--- src/mmpd_consts.vh ---
// Purpose: offsets, fields and reset values of the gate and divider registers
// Assumes: 15-bit register address from the spi port decoder, 8-bit data
// Notes:   included by both design files
// How it works
// eight-bit silence gate register resets 0xbf
// one enables block silence; master is bit 7
// eight-bit power gate register resets all ones
// one enables block power; master is bit 7
// bit 0 silences on unlock; upper bits read zero
// sixteen-bit feedback word resets 0x0190
// whole feedback word applied on low write
// bit 1 prescaler, bit 0 feedback divider
// five-bit reference divisor resets one
// read-only lock status bit, one is locked
`ifndef MMPD_CONSTS_VH
`define MMPD_CONSTS_VH

// ****************************************
// offsets
// ****************************************
`define MMPD_ADDR_SILENCE   15'h0101
`define MMPD_ADDR_POWER     15'h0102
`define MMPD_ADDR_LOSS      15'h0103
`define MMPD_ADDR_FB_LOW    15'h0200
`define MMPD_ADDR_FB_HIGH   15'h0201
`define MMPD_ADDR_LOOP_CFG  15'h020b
`define MMPD_ADDR_REF_DIV   15'h020c
`define MMPD_ADDR_LOCK      15'h024d

// ****************************************
// reset values
// ****************************************
`define MMPD_RST_SILENCE    8'hbf
`define MMPD_RST_POWER      8'hff
`define MMPD_RST_LOSS       1'h1
`define MMPD_RST_FB_LOW     8'h90
`define MMPD_RST_FB_HIGH    8'h01
`define MMPD_RST_LOOP_CFG   2'h1
`define MMPD_RST_REF_DIV    5'h01

// ****************************************
// field positions
// ****************************************
`define MMPD_BIT_MASTER     7
`define MMPD_BIT_PRESCALER  1
`define MMPD_BIT_FBDIV      0
`define MMPD_BIT_LOSS       0
`define MMPD_REF_DIV_MSB    4

`endif

--- src/mmpd_fb_word.v ---
// Purpose: double buffer for the sixteen-bit feedback word
// Assumes: one write strobe per byte, same clock as the register file
// Notes:   high byte waits in a shadow until the low byte lands
`timescale 1ns/1ps
`include "mmpd_consts.vh"

module mmpd_fb_word (
    // clock and reset
    input  wire        clk,
    input  wire        sys_rst,
    input  wire        clk_en,
    // byte writes
    input  wire        wr_low,
    input  wire        wr_high,
    input  wire [7:0]  wr_data,
    // buffered bytes and applied word
    output reg  [7:0]  buf_low,
    output reg  [7:0]  buf_high,
    output reg  [15:0] fb_word
);

    always @(posedge clk or posedge sys_rst)
    begin
        if (sys_rst)
        begin
            buf_low  <= `MMPD_RST_FB_LOW;
            buf_high <= `MMPD_RST_FB_HIGH;
            fb_word  <= {`MMPD_RST_FB_HIGH, `MMPD_RST_FB_LOW};
        end
        else if (clk_en)
        begin
            if (wr_high)
                buf_high <= wr_data;
            if (wr_low)
            begin
                buf_low <= wr_data;
                // low write commits both bytes at once, never half-updated
                fb_word <= {buf_high, wr_data};
            end
        end
    end

endmodule // mmpd_fb_word

--- src/mmpd_regs.v ---
// Purpose: gate masks, unlock silence and loop divider registers
// Assumes: spi framing outside; one-cycle read/write strobes on clk
// Notes:   unmapped reads return zero; lock input is a raw analog flag
//          feedback bytes read back the buffer, not the applied word
//          clk_en low freezes every flop, the synchroniser included
//          lock status reads at its own read-only offset
`timescale 1ns/1ps
`include "mmpd_consts.vh"

module mmpd_regs (
    // clock and reset
    input  wire        clk,
    input  wire        sys_rst,
    input  wire        clk_en,
    // register port from spi decoder
    input  wire [14:0] reg_addr,
    input  wire        reg_wr,
    input  wire [7:0]  reg_wdata,
    input  wire        reg_rd,
    output reg  [7:0]  reg_rdata,
    // pll status pin
    input  wire        pll_lock_raw,
    // silence gates
    output wire        master_silence_gate,
    output wire        synthesizer_silence_gate,
    output wire        detector_silence_gate,
    output wire        output_switch_silence_gate,
    output wire        driver_amp_silence_gate,
    output wire        predriver_amp_silence_gate,
    output wire        oscillator_amp_silence_gate,
    output wire        input_amp_silence_gate,
    // power gates
    output wire [7:0]  power_gate,
    output wire        master_power_gate,
    output wire        input_amp_power_gate,
    // unlock silence
    output reg         unlock_silence,
    // synthesizer settings
    output wire [15:0] feedback_word,
    output wire        prescaler_enable,
    output wire        feedback_divider_enable,
    output wire [4:0]  reference_divide
);

    // ****************************************
    // decode
    // ****************************************
    function hit;
        input [14:0] a;
        input [14:0] target;
        begin
            hit = (a == target);
        end
    endfunction

    // register storage
    reg  [7:0]  silence_gate_select;
    reg  [7:0]  power_gate_select;
    reg         loop_loss_silence;
    reg  [1:0]  loop_divider_config;
    reg  [4:0]  reference_divisor;
    // feedback bytes live in the double buffer
    wire [7:0]  feedback_divisor_low;
    wire [7:0]  feedback_divisor_high;

    // frozen cycles drop writes as well
    wire        wr_en = reg_wr & clk_en;

    // ****************************************
    // write strobes
    // ****************************************
    // one strobe per register keeps wide compares off the flop enables
    wire        wr_silence  = wr_en & hit(reg_addr, `MMPD_ADDR_SILENCE);
    wire        wr_power    = wr_en & hit(reg_addr, `MMPD_ADDR_POWER);
    wire        wr_loss     = wr_en & hit(reg_addr, `MMPD_ADDR_LOSS);
    wire        wr_fb_low   = wr_en & hit(reg_addr, `MMPD_ADDR_FB_LOW);
    wire        wr_fb_high  = wr_en & hit(reg_addr, `MMPD_ADDR_FB_HIGH);
    wire        wr_loop_cfg = wr_en & hit(reg_addr, `MMPD_ADDR_LOOP_CFG);
    wire        wr_ref_div  = wr_en & hit(reg_addr, `MMPD_ADDR_REF_DIV);

    // ****************************************
    // lock synchroniser
    // ****************************************
    // analog flag crosses in; accept a change once stages two and three agree
    reg  [2:0]  lock_sync;
    reg         pll_locked;

    always @(posedge clk or posedge sys_rst)
    begin
        if (sys_rst)
            lock_sync <= 3'h0;
        else if (clk_en)
            lock_sync <= {lock_sync[1:0], pll_lock_raw};
    end

    // a one-cycle glitch never shows in both late stages at once
    always @(posedge clk or posedge sys_rst)
    begin
        if (sys_rst)
            pll_locked <= 1'b0;
        else if (clk_en && (lock_sync[2] == lock_sync[1]))
            pll_locked <= lock_sync[1];
    end

    // ****************************************
    // control registers
    // ****************************************
    always @(posedge clk or posedge sys_rst)
    begin
        if (sys_rst)
        begin
            silence_gate_select <= `MMPD_RST_SILENCE;
            power_gate_select   <= `MMPD_RST_POWER;
            loop_loss_silence   <= `MMPD_RST_LOSS;
            loop_divider_config <= `MMPD_RST_LOOP_CFG;
            reference_divisor   <= `MMPD_RST_REF_DIV;
        end
        else if (wr_en)
        begin
            if (wr_silence)
                silence_gate_select <= reg_wdata;
            if (wr_power)
                power_gate_select <= reg_wdata;
            // upper bits are read-only, so writes to them drop
            if (wr_loss)
                loop_loss_silence <= reg_wdata[`MMPD_BIT_LOSS];
            if (wr_loop_cfg)
                loop_divider_config <= reg_wdata[1:0];
            if (wr_ref_div)
                reference_divisor <= reg_wdata[`MMPD_REF_DIV_MSB:0];
        end
    end

    // high byte waits in the buffer until the low byte commits
    mmpd_fb_word u_fb_word (
        .clk      (clk),
        .sys_rst  (sys_rst),
        .clk_en   (clk_en),
        .wr_low   (wr_fb_low),
        .wr_high  (wr_fb_high),
        .wr_data  (reg_wdata),
        .buf_low  (feedback_divisor_low),
        .buf_high (feedback_divisor_high),
        .fb_word  (feedback_word)
    );

    // ****************************************
    // unlock silence
    // ****************************************
    // registered so the analog mute never sees a decode glitch
    always @(posedge clk or posedge sys_rst)
    begin
        if (sys_rst)
            unlock_silence <= 1'b0;
        else if (clk_en)
            unlock_silence <= loop_loss_silence & ~pll_locked;
    end

    // ****************************************
    // gate outputs
    // ****************************************
    assign master_silence_gate =
        silence_gate_select[`MMPD_BIT_MASTER];
    assign synthesizer_silence_gate    = silence_gate_select[6];
    assign detector_silence_gate       = silence_gate_select[5];
    assign output_switch_silence_gate  = silence_gate_select[4];
    assign driver_amp_silence_gate     = silence_gate_select[3];
    assign predriver_amp_silence_gate  = silence_gate_select[2];
    assign oscillator_amp_silence_gate = silence_gate_select[1];
    assign input_amp_silence_gate      = silence_gate_select[0];

    // ****************************************
    // power gate outputs
    // ****************************************
    assign power_gate           = power_gate_select;
    assign master_power_gate    =
        power_gate_select[`MMPD_BIT_MASTER];
    assign input_amp_power_gate = power_gate_select[0];

    // ****************************************
    // synthesizer settings
    // ****************************************
    assign prescaler_enable =
        loop_divider_config[`MMPD_BIT_PRESCALER];
    assign feedback_divider_enable =
        loop_divider_config[`MMPD_BIT_FBDIV];
    assign reference_divide = reference_divisor;

    // ****************************************
    // read mux
    // ****************************************
    // read data held from flip-flops; reserved bits and holes read zero
    reg  [7:0]  next_rdata;

    always @*
    begin
        case (reg_addr)
            `MMPD_ADDR_SILENCE:  next_rdata = silence_gate_select;
            `MMPD_ADDR_POWER:    next_rdata = power_gate_select;
            `MMPD_ADDR_LOSS:     next_rdata = {7'h00, loop_loss_silence};
            `MMPD_ADDR_FB_LOW:   next_rdata = feedback_divisor_low;
            `MMPD_ADDR_FB_HIGH:  next_rdata = feedback_divisor_high;
            `MMPD_ADDR_LOOP_CFG: next_rdata = {6'h00, loop_divider_config};
            `MMPD_ADDR_REF_DIV:  next_rdata = {3'h0, reference_divisor};
            `MMPD_ADDR_LOCK:     next_rdata = {7'h00, pll_locked};
            default:             next_rdata = 8'h00;
        endcase
    end

    // a read and a write in one cycle return the old contents
    always @(posedge clk or posedge sys_rst)
    begin
        if (sys_rst)
            reg_rdata <= 8'h00;
        else if (clk_en && reg_rd)
            reg_rdata <= next_rdata;
    end

endmodule // mmpd_regs

--- config.mk ---
export PLATFORM = sky130hd
export DESIGN_NAME = mmpd_regs
export DESIGN_NICKNAME = d
export VERILOG_FILES = /design/src/mmpd_fb_word.v /design/src/mmpd_regs.v
export VERILOG_INCLUDE_DIRS = /design/src
export SDC_FILE = /design/constraint.sdc
export NUM_CORES = 1
export LEC_CHECK = 0
export ABC_CLOCK_PERIOD_IN_PS = 2300
export CORE_ASPECT_RATIO = 0.5
export CORE_MARGIN = 2
export CORE_UTILIZATION = 63
export DETAILED_ROUTE_END_ITERATION = 8
export DONT_BUFFER_PORTS = 1
export GPL_TIMING_DRIVEN = 1
export PLACE_DENSITY = 0.88
export SLEW_MARGIN = 20
export SYNTH_ARGS = -nofsm -noshare
export SYNTH_HDL_FRONTEND = slang
export SYNTH_SLANG_ARGS = --single-unit
--- constraint.sdc ---
create_clock -name clk -period 2.3 [get_ports clk]
set_input_delay 0.46 -clock clk [delete_from_list [all_inputs] [get_ports clk]]
set_output_delay 0.46 -clock clk [all_outputs]
set_load 0.05 [all_outputs]
==> results of run 1 <==
## flip-flops by register name (all words and copies together) (netlist names)
signal               cells
lock_sync                3
reference_divide         5
loop_loss_silence        1
u_fb_word.fb_word       16
silence_gate_select      8
loop_divider_config      2
power_gate               8
pll_locked               1
unlock_silence           1
reg_rdata                8
u_fb_word.buf_high       8
## through the flow
| step | hold slack (ns) | instance area (µm²) | util | instances |
|---|---|---|---|---|
| 2_1_floorplan | 0.475 | 2920 | - | 232 |
| 3_3_place_gp | 0.370 | 3010 | 0.681 | 287 |
| 3_5_place_dp | 0.380 | 3010 | 0.681 | 287 |
| 4_1_cts | 0.0148 | 3230 | 0.730 | 303 |
| 5_1_grt | 0.0208 | 3230 | 0.730 | 303 |
| 6_report | 0.00581 | 3230 | 0.730 | 303 |
## synth_stat cells, types with 5 or more instances
cell | number | area (µm²)
o21ai_0 | 12 | 60.1
inv_1 | 6 | 22.5
nand2_1 | 15 | 56.3
mux2_2 | 50 | 563
o22a_1 | 6 | 52.6
dfstp_2 | 22 | 578
dfrtp_1 | 39 | 976
mux2i_1 | 7 | 70.1
a22oi_1 | 8 | 60.1
a21oi_1 | 5 | 25.0
nor2_1 | 5 | 18.8
## final timing paths
| kind | start | to | slack, ns | depth (start not counted) |
|---|---|---|---|---|
| setup / recovery | reg_addr[5] | power_gate[0]$_DFFE_PP1P_ | 0.43 | 5 |
| hold / removal | sys_rst | reg_rdata[5]$_DFFE_PP0P_ | 0.006 | 1 |
| setup reg to reg | reference_divide[0]$_DFFE_PP1P_ | reg_rdata[0]$_DFFE_PP0P_ | 0.70 | 5 |
| hold reg to reg | u_fb_word.buf_high[0]$_DFFE_PP1P_ | u_fb_word.fb_word[8]$_DFFE_PP1P_ | 0.53 | 2 |
| max in group asynchronous | sys_rst | u_fb_word.buf_high[0]$_DFFE_PP1P_ | 1.57 | 2 |
| min in group clk | clk_en | unlock_silence$_DFFE_PP0P_ | 0.22 | 1 |
## per-layer routing
metal	global-route usage	up-vias
met1	0.353	1049
met4	0.132	0
met3	0.119	16
li1	-	867
met2	0.475	112
met5	0	-
## power breakdown
group,internal [W],switching (W)
Sequential,0.00109,0.0000109
Combinational,0.0000360,0.0000537
Clock,0.000639,0.000408
Total,0.00176,0.000472
## worst max-delay path, cell delays in order
cell      delay, ns
nor4_4         0.26
and4_1         0.30
nand4b_4       0.16
nor3b_4        0.51
mux2_2         0.42
## placed cells by master, fill, tap and decap left out, types with 3 or more instances in the layout
cell type,n
dfrtp_1,39
a21oi_1,5
nor2_1,5
nand2_1,15
inv_1,5
o22a_1,6
a2bb2oi_1,4
a22oi_1,8
mux2i_1,7
dfstp_2,22
nand3_1,4
o21ai_0,12
buf_4,11
nand2b_1,4
mux2_2,50
clkbuf_8,10
nor2b_1,3
## cell type report
class	count	area (µm²)	area share
inverter	6	22.5	0.00697
sequential	61	1550	0.481
clock buffer	12	145	0.0449
tap	57	71.3	0.0221
timing repair buffer	11	82.6	0.0256
clock inverter	4	72.6	0.0225
multi-input combinational	152	1280	0.397
## logic make-up (layout without fill, tap and decap cells)
family,count (synthesis),count (layout)
and+or+nand+nor,53,53
AOI/OAI and AO/OA,42,42
muxes,57,57
DFF,61,61
buffers and inverters,19,33
==> results.sh, run 1 <==
export IMPL_grt_max_degree=24
export IMPL_wl_met2_mm=3.40
export IMPL_initial_utilization=0.661
export IMPL_powerDensity_nw_per_um2=692
export IMPL_routabilityCongestion=0.836
export IMPL_ys_ff_latch=61
export IMPL_path_class="input port to register"
export IMPL_slew_violations=0
export IMPL_post_cts_buffers=0
export IMPL_die_h_um=52.2
export IMPL_fillers=284
export IMPL_max_vdd_ir_drop_mv=0.541
export IMPL_slew_limit_headroom=0.531
export IMPL_synthFlopType="dfrtp_1"
export IMPL_grt_antenna_before_repair=0
export IMPL_clock_skew_ns=0.0110
export IMPL_drive_gt1_frac=0.439
export IMPL_cts_tree="yes"
export IMPL_drc=0
export IMPL_avgSynthCellArea_um2=12.6
export IMPL_synth_seq_area_share=0.531
export IMPL_dp_slack_ns=0.147
export IMPL_worst_pin_slew_ns=0.703
export IMPL_grt_overflow_total=0
export IMPL_synth_fa_ha_area_frac=0
export IMPL_ctsResizeCount=0
export IMPL_htree_num_levels=3
export IMPL_wl_per_cell_um=23.2
export IMPL_synthCells=232
export IMPL_row_count=17
export IMPL_arrival_ns=2.13
export IMPL_p_leak_nw=1.41
export IMPL_synthSimpleGateAreaFrac=0.123
export IMPL_ys_warnings_count=0
export IMPL_crit_fanout=8
export IMPL_wl_met1_mm=2.80
export IMPL_highest_layer="met4"
export IMPL_place_port_buffers=0
export IMPL_async_reset_ff_frac=1.00
export IMPL_grt_pass1_wl_mm=11.2
export IMPL_postCtsHoldBufs=0
export IMPL_hold_viol=0
export IMPL_dr_pass1_iters=4
export IMPL_yosys_area_share_xor_xnor=0
export IMPL_status="complete, no violations"
export IMPL_fp_coreArea_um2=4420
export IMPL_vias=2044
export IMPL_holdCritPathClass="input port to asynchronous set/reset pin"
export IMPL_critPathRequiredTime_ns=2.56
export IMPL_clk_pin_slew_worst_paths_ns=0.07
export IMPL_cp_end_kind="register"
export IMPL_rsz0062_at_grt="no"
export IMPL_crit_path_start_kind="input port"
export IMPL_synthesis_nets=261
export IMPL_dp_hpwl_mm=4.89
export IMPL_layout_worst_path_cycle_share=0.813
export IMPL_synth_edf_count=0
export IMPL_setup_tns_ns=0
export IMPL_die_area_um2=5240
export IMPL_netlist_area_um2=2920
export IMPL_routed_wl_met3_um=689
export IMPL_fin_ws_ns=0.430
export IMPL_synthMuxAreaShare=0.217
export IMPL_drt_iter0_drc=111
export IMPL_synth_compound_area_share=0.0988
export IMPL_fin_nets=270
export IMPL_period_needed_ns=1.87
export IMPL_ys_types=42
export IMPL_grt_pass1_vias=2170
export IMPL_clock_sinks=61
export IMPL_power_w=0.00223
export IMPL_ant_nets=0
export IMPL_clock_latency_ns=0.34
export IMPL_root_buffer="clkbuf_8"
export IMPL_synthToLayoutAreaGrowth_pct=10.5
export IMPL_grt_usage=0.294
export IMPL_maxCapViolations=0
export IMPL_cts_inserted_buffers=9
export IMPL_finalSetupViolCount=0
export IMPL_antennaDiodeCount=0
export IMPL_num_io_pins=79
export IMPL_fp_dieW_um=100
export IMPL_max_freq_mhz=535
export IMPL_vias_per_cell=6.75
export IMPL_wl_mm=7.02
export IMPL_clockBufferDepth=2
export IMPL_synth_top_family_by_area="multiplexers"
Note: power is estimated with default switching activity, not from simulation.
==> run 2, diff against run 1 <==
--- a/config.mk
+++ b/config.mk
@@ -6,14 +6,15 @@
 export SDC_FILE = /design/constraint.sdc
 export NUM_CORES = 1
 export LEC_CHECK = 0
-export ABC_CLOCK_PERIOD_IN_PS = 2300
+export ABC_AREA = 1
+export ABC_CLOCK_PERIOD_IN_PS = 1600
 export CORE_ASPECT_RATIO = 0.5
 export CORE_MARGIN = 2
-export CORE_UTILIZATION = 63
+export CORE_UTILIZATION = 57
 export DETAILED_ROUTE_END_ITERATION = 8
 export DONT_BUFFER_PORTS = 1
 export GPL_TIMING_DRIVEN = 1
-export PLACE_DENSITY = 0.88
+export PLACE_DENSITY = 0.84
 export SLEW_MARGIN = 20
 export SYNTH_ARGS = -nofsm -noshare
 export SYNTH_HDL_FRONTEND = slang
==> constraint.sdc (replaced) <==
create_clock -name clk -period 1.6 [get_ports clk]
set_input_delay 0.32 -clock clk [delete_from_list [all_inputs] [get_ports clk]]
set_output_delay 0.32 -clock clk [all_outputs]
set_load 0.05 [all_outputs]
==> run 2 against run 1 <==
Net effect: global-route usage is 2.2 points lower; synthesized cell count up 62%; worst hold slack better by 0.057 ns; die area is 19% higher; via count is 27% higher; core utilization is 7.5 points lower; worst setup slack lost 0.38 ns; non-clock buffer count rose by 7; largest cell class unchanged.
==> results.sh, run 2 <==
export IMPL_dp_hpwl_mm=5.73
export IMPL_grt_overflow_total=0
export IMPL_powerDensity_nw_per_um2=923
export IMPL_synth_top_cell_area_share=0.306
export IMPL_largest_reg_flops=16
export IMPL_grt_antenna_before_repair=0
export IMPL_fp_dieW_um=110
export IMPL_num_io_pins=79
export IMPL_cts_inserted_buffers=9
export IMPL_drc=0
export IMPL_routabilityCongestion=1.03
export IMPL_setup_tns_ns=0
export IMPL_crit_fanout=3
export IMPL_wl_mm=7.84
export IMPL_synthCells=376
export IMPL_place_port_buffers=0
export IMPL_synthesis_nets=405
export IMPL_antennaDiodeCount=0
export IMPL_root_buffer="clkbuf_8"
export IMPL_row_count=19
export IMPL_vias_per_cell=5.55
export IMPL_synth_edf_count=0
export IMPL_rrSetupSlack_ns=0.32
export IMPL_synth_commonest_cells="139 x nand2_1, 39 x dfrtp_1, 28 x o21ai_0"
export IMPL_maxCapViolations=0
export IMPL_hold_slack_ns=0.0632
export IMPL_dp_slack_ns=0.0942
export IMPL_fin_ws_ns=0.0494
export IMPL_async_reset_ff_frac=1.00
export IMPL_clock_skew_ns=0.00932
export IMPL_power_w=0.00329
export IMPL_vias=2604
export IMPL_ctsResizeCount=0
export IMPL_ys_ff_latch=61
export IMPL_avgSynthCellArea_um2=8.47
export IMPL_period_needed_ns=1.55
export IMPL_postCtsHoldBufs=1
export IMPL_post_cts_buffers=0
export IMPL_clockBufferDepth=2
export IMPL_grt_max_degree=62
export IMPL_synthTopCellsByArea="dfrtp_1 31%, dfstp_2 18%, nand2_1 16%, o21ai_0 4.4%, nand3_1 4.2%"
export IMPL_grt_usage=0.272
export IMPL_status="complete, no violations"
export IMPL_yosysTopAreaCell="dfrtp_1"
export IMPL_htree_num_levels=3
export IMPL_rsz0062_at_grt="no"
export IMPL_ys_types=25
export IMPL_endpoint="input_amp_power_gate"
export IMPL_cp_num_cells=1
export IMPL_synthToLayoutAreaGrowth_pct=12.0
export IMPL_max_flop_register="u_fb_word.fb_word"
export IMPL_critPathBufInv=1
export IMPL_swShare=0.234
export IMPL_slowest_delay_ns=0.59
export IMPL_finalSetupViolCount=0
export IMPL_hold_viol=0
export IMPL_ys_warnings_count=0
export IMPL_p_leak_nw=1.96
export IMPL_cts_tree="yes"
export IMPL_p_clk_frac=0.484
export IMPL_synth_most_common_cell="nand2_1"
export IMPL_netlist_area_um2=3190
export IMPL_path_class="register to primary output"
export IMPL_grt_pass1_wl_mm=12.6
export IMPL_drive_gt1_frac=0.220
export IMPL_critPathRequiredTime_ns=1.28
export IMPL_max_vdd_ir_drop_mv=0.555
export IMPL_r2r_cells=4
export IMPL_die_h_um=56.9
export IMPL_crit_path_start_kind="register"
export IMPL_arrival_ns=1.23
export IMPL_slew_limit_headroom=0.643
export IMPL_fp_coreArea_um2=5440
export IMPL_worst_path_dominant_cell_family="flip-flops"
export IMPL_cpMaxStageDelayCell="dfstp_2"
export IMPL_synthFlopType="dfrtp_1"
export IMPL_worst_pin_slew_ns=0.536
export IMPL_p_switching_w=0.000771
export IMPL_synth_seq_area_share=0.488
export IMPL_initial_utilization=0.585
export IMPL_final_cell_mix="139 x nand2_1, 39 x dfrtp_1, 28 x o21ai_0, 27 x nand3_1, 23 x inv_1"
export IMPL_slew_violations=0
export IMPL_grt_pass1_vias=2484
export IMPL_r2r_start="power_gate[5]$_DFFE_PP1P_"
export IMPL_worstSetupStartpoint="power_gate[0]$_DFFE_PP1P_"
export IMPL_internal_power_w=0.00252
export IMPL_wl_per_cell_um=16.7
export IMPL_clock_latency_ns=0.35
export IMPL_ant_nets=0
export IMPL_dr_pass1_iters=5
export IMPL_fin_nets=420
export IMPL_die_area_um2=6240
export IMPL_pwr_share_seq=0.477
export IMPL_path_cells="buf_4"
export IMPL_drt_iter0_drc=234
export IMPL_clk_pin_slew_worst_paths_ns=0.08
export IMPL_r2r_end="reg_rdata[5]$_DFFE_PP0P_"
export IMPL_layout_worst_path_cycle_share=0.969
export IMPL_mostFrequentLayoutCell="nand2_1"
export IMPL_holdCritPathClass="input port to register"
export IMPL_clock_sinks=61
export IMPL_p_comb_frac=0.039
export IMPL_max_freq_mhz=645
export IMPL_cp_end_kind="primary output"
run 2: area by class of cell:
type	count	area, µm²
fill	449	1880
clock inverter	6	93.8
clock buffer	10	138
tap	73	91.3
sequential	61	1550
inverter	27	105
multi-input combinational	274	1410
timing repair buffer	18	175
run 2: cell families after synthesis:
group,share of synthesized area
simple gates,0.333
compound gates,0.109
buf+inv,0.0695
flops,0.488
run 2: worst min path at each step:
| stage | slack (ns) | cells past startpoint | from | endpoint |
|---|---|---|---|---|
| after floorplan | 0.41 | 2 | reg_wdata[1] | power_gate[1]$_DFFE_PP1P_ |
| after global placement | 0.30 | 2 | sys_rst | u_fb_word.fb_word[13]$_DFFE_PP0P_ |
| after detailed placement | 0.30 | 2 | sys_rst | u_fb_word.fb_word[14]$_DFFE_PP0P_ |
| after CTS | 0.06 | 2 | reg_wdata[1] | silence_gate_select[1]$_DFFE_PP1P_ |
| after global routing | 0.06 | 2 | reg_wdata[7] | silence_gate_select[7]$_DFFE_PP1P_ |
| final | 0.06 | 2 | reg_wdata[1] | silence_gate_select[1]$_DFFE_PP1P_ |
run 2: power by group through the flow:
stage / Clock, W / Sequential [W] / Combinational (W)
after global routing: 0.00167 / 0.00157 / 0.000147
after CTS: 0.00160 / 0.00157 / 0.000132
final: 0.00159 / 0.00157 / 0.000129
after global placement: 0 / 0.00160 / 0.000125
after detailed placement: 0 / 0.00160 / 0.000129
after floorplan: 0 / 0.00159 / 0.000102
run 2: per-layer routing:
layer  track usage  part of all wire  up-vias
li1              -                 -     1238
met1         0.383              0.45     1245
met2         0.395              0.45      107
met3        0.0825             0.088       14
met4         0.101             0.015        0
met5             0                 0        -
run 2: metrics by stage:
stage	util	instance area, µm²	instances
after global placement	0.611	3330	452
after floorplan	-	3190	376
after global routing	0.655	3570	469
final	0.655	3570	469
after detailed placement	0.611	3330	452
after CTS	0.655	3570	469
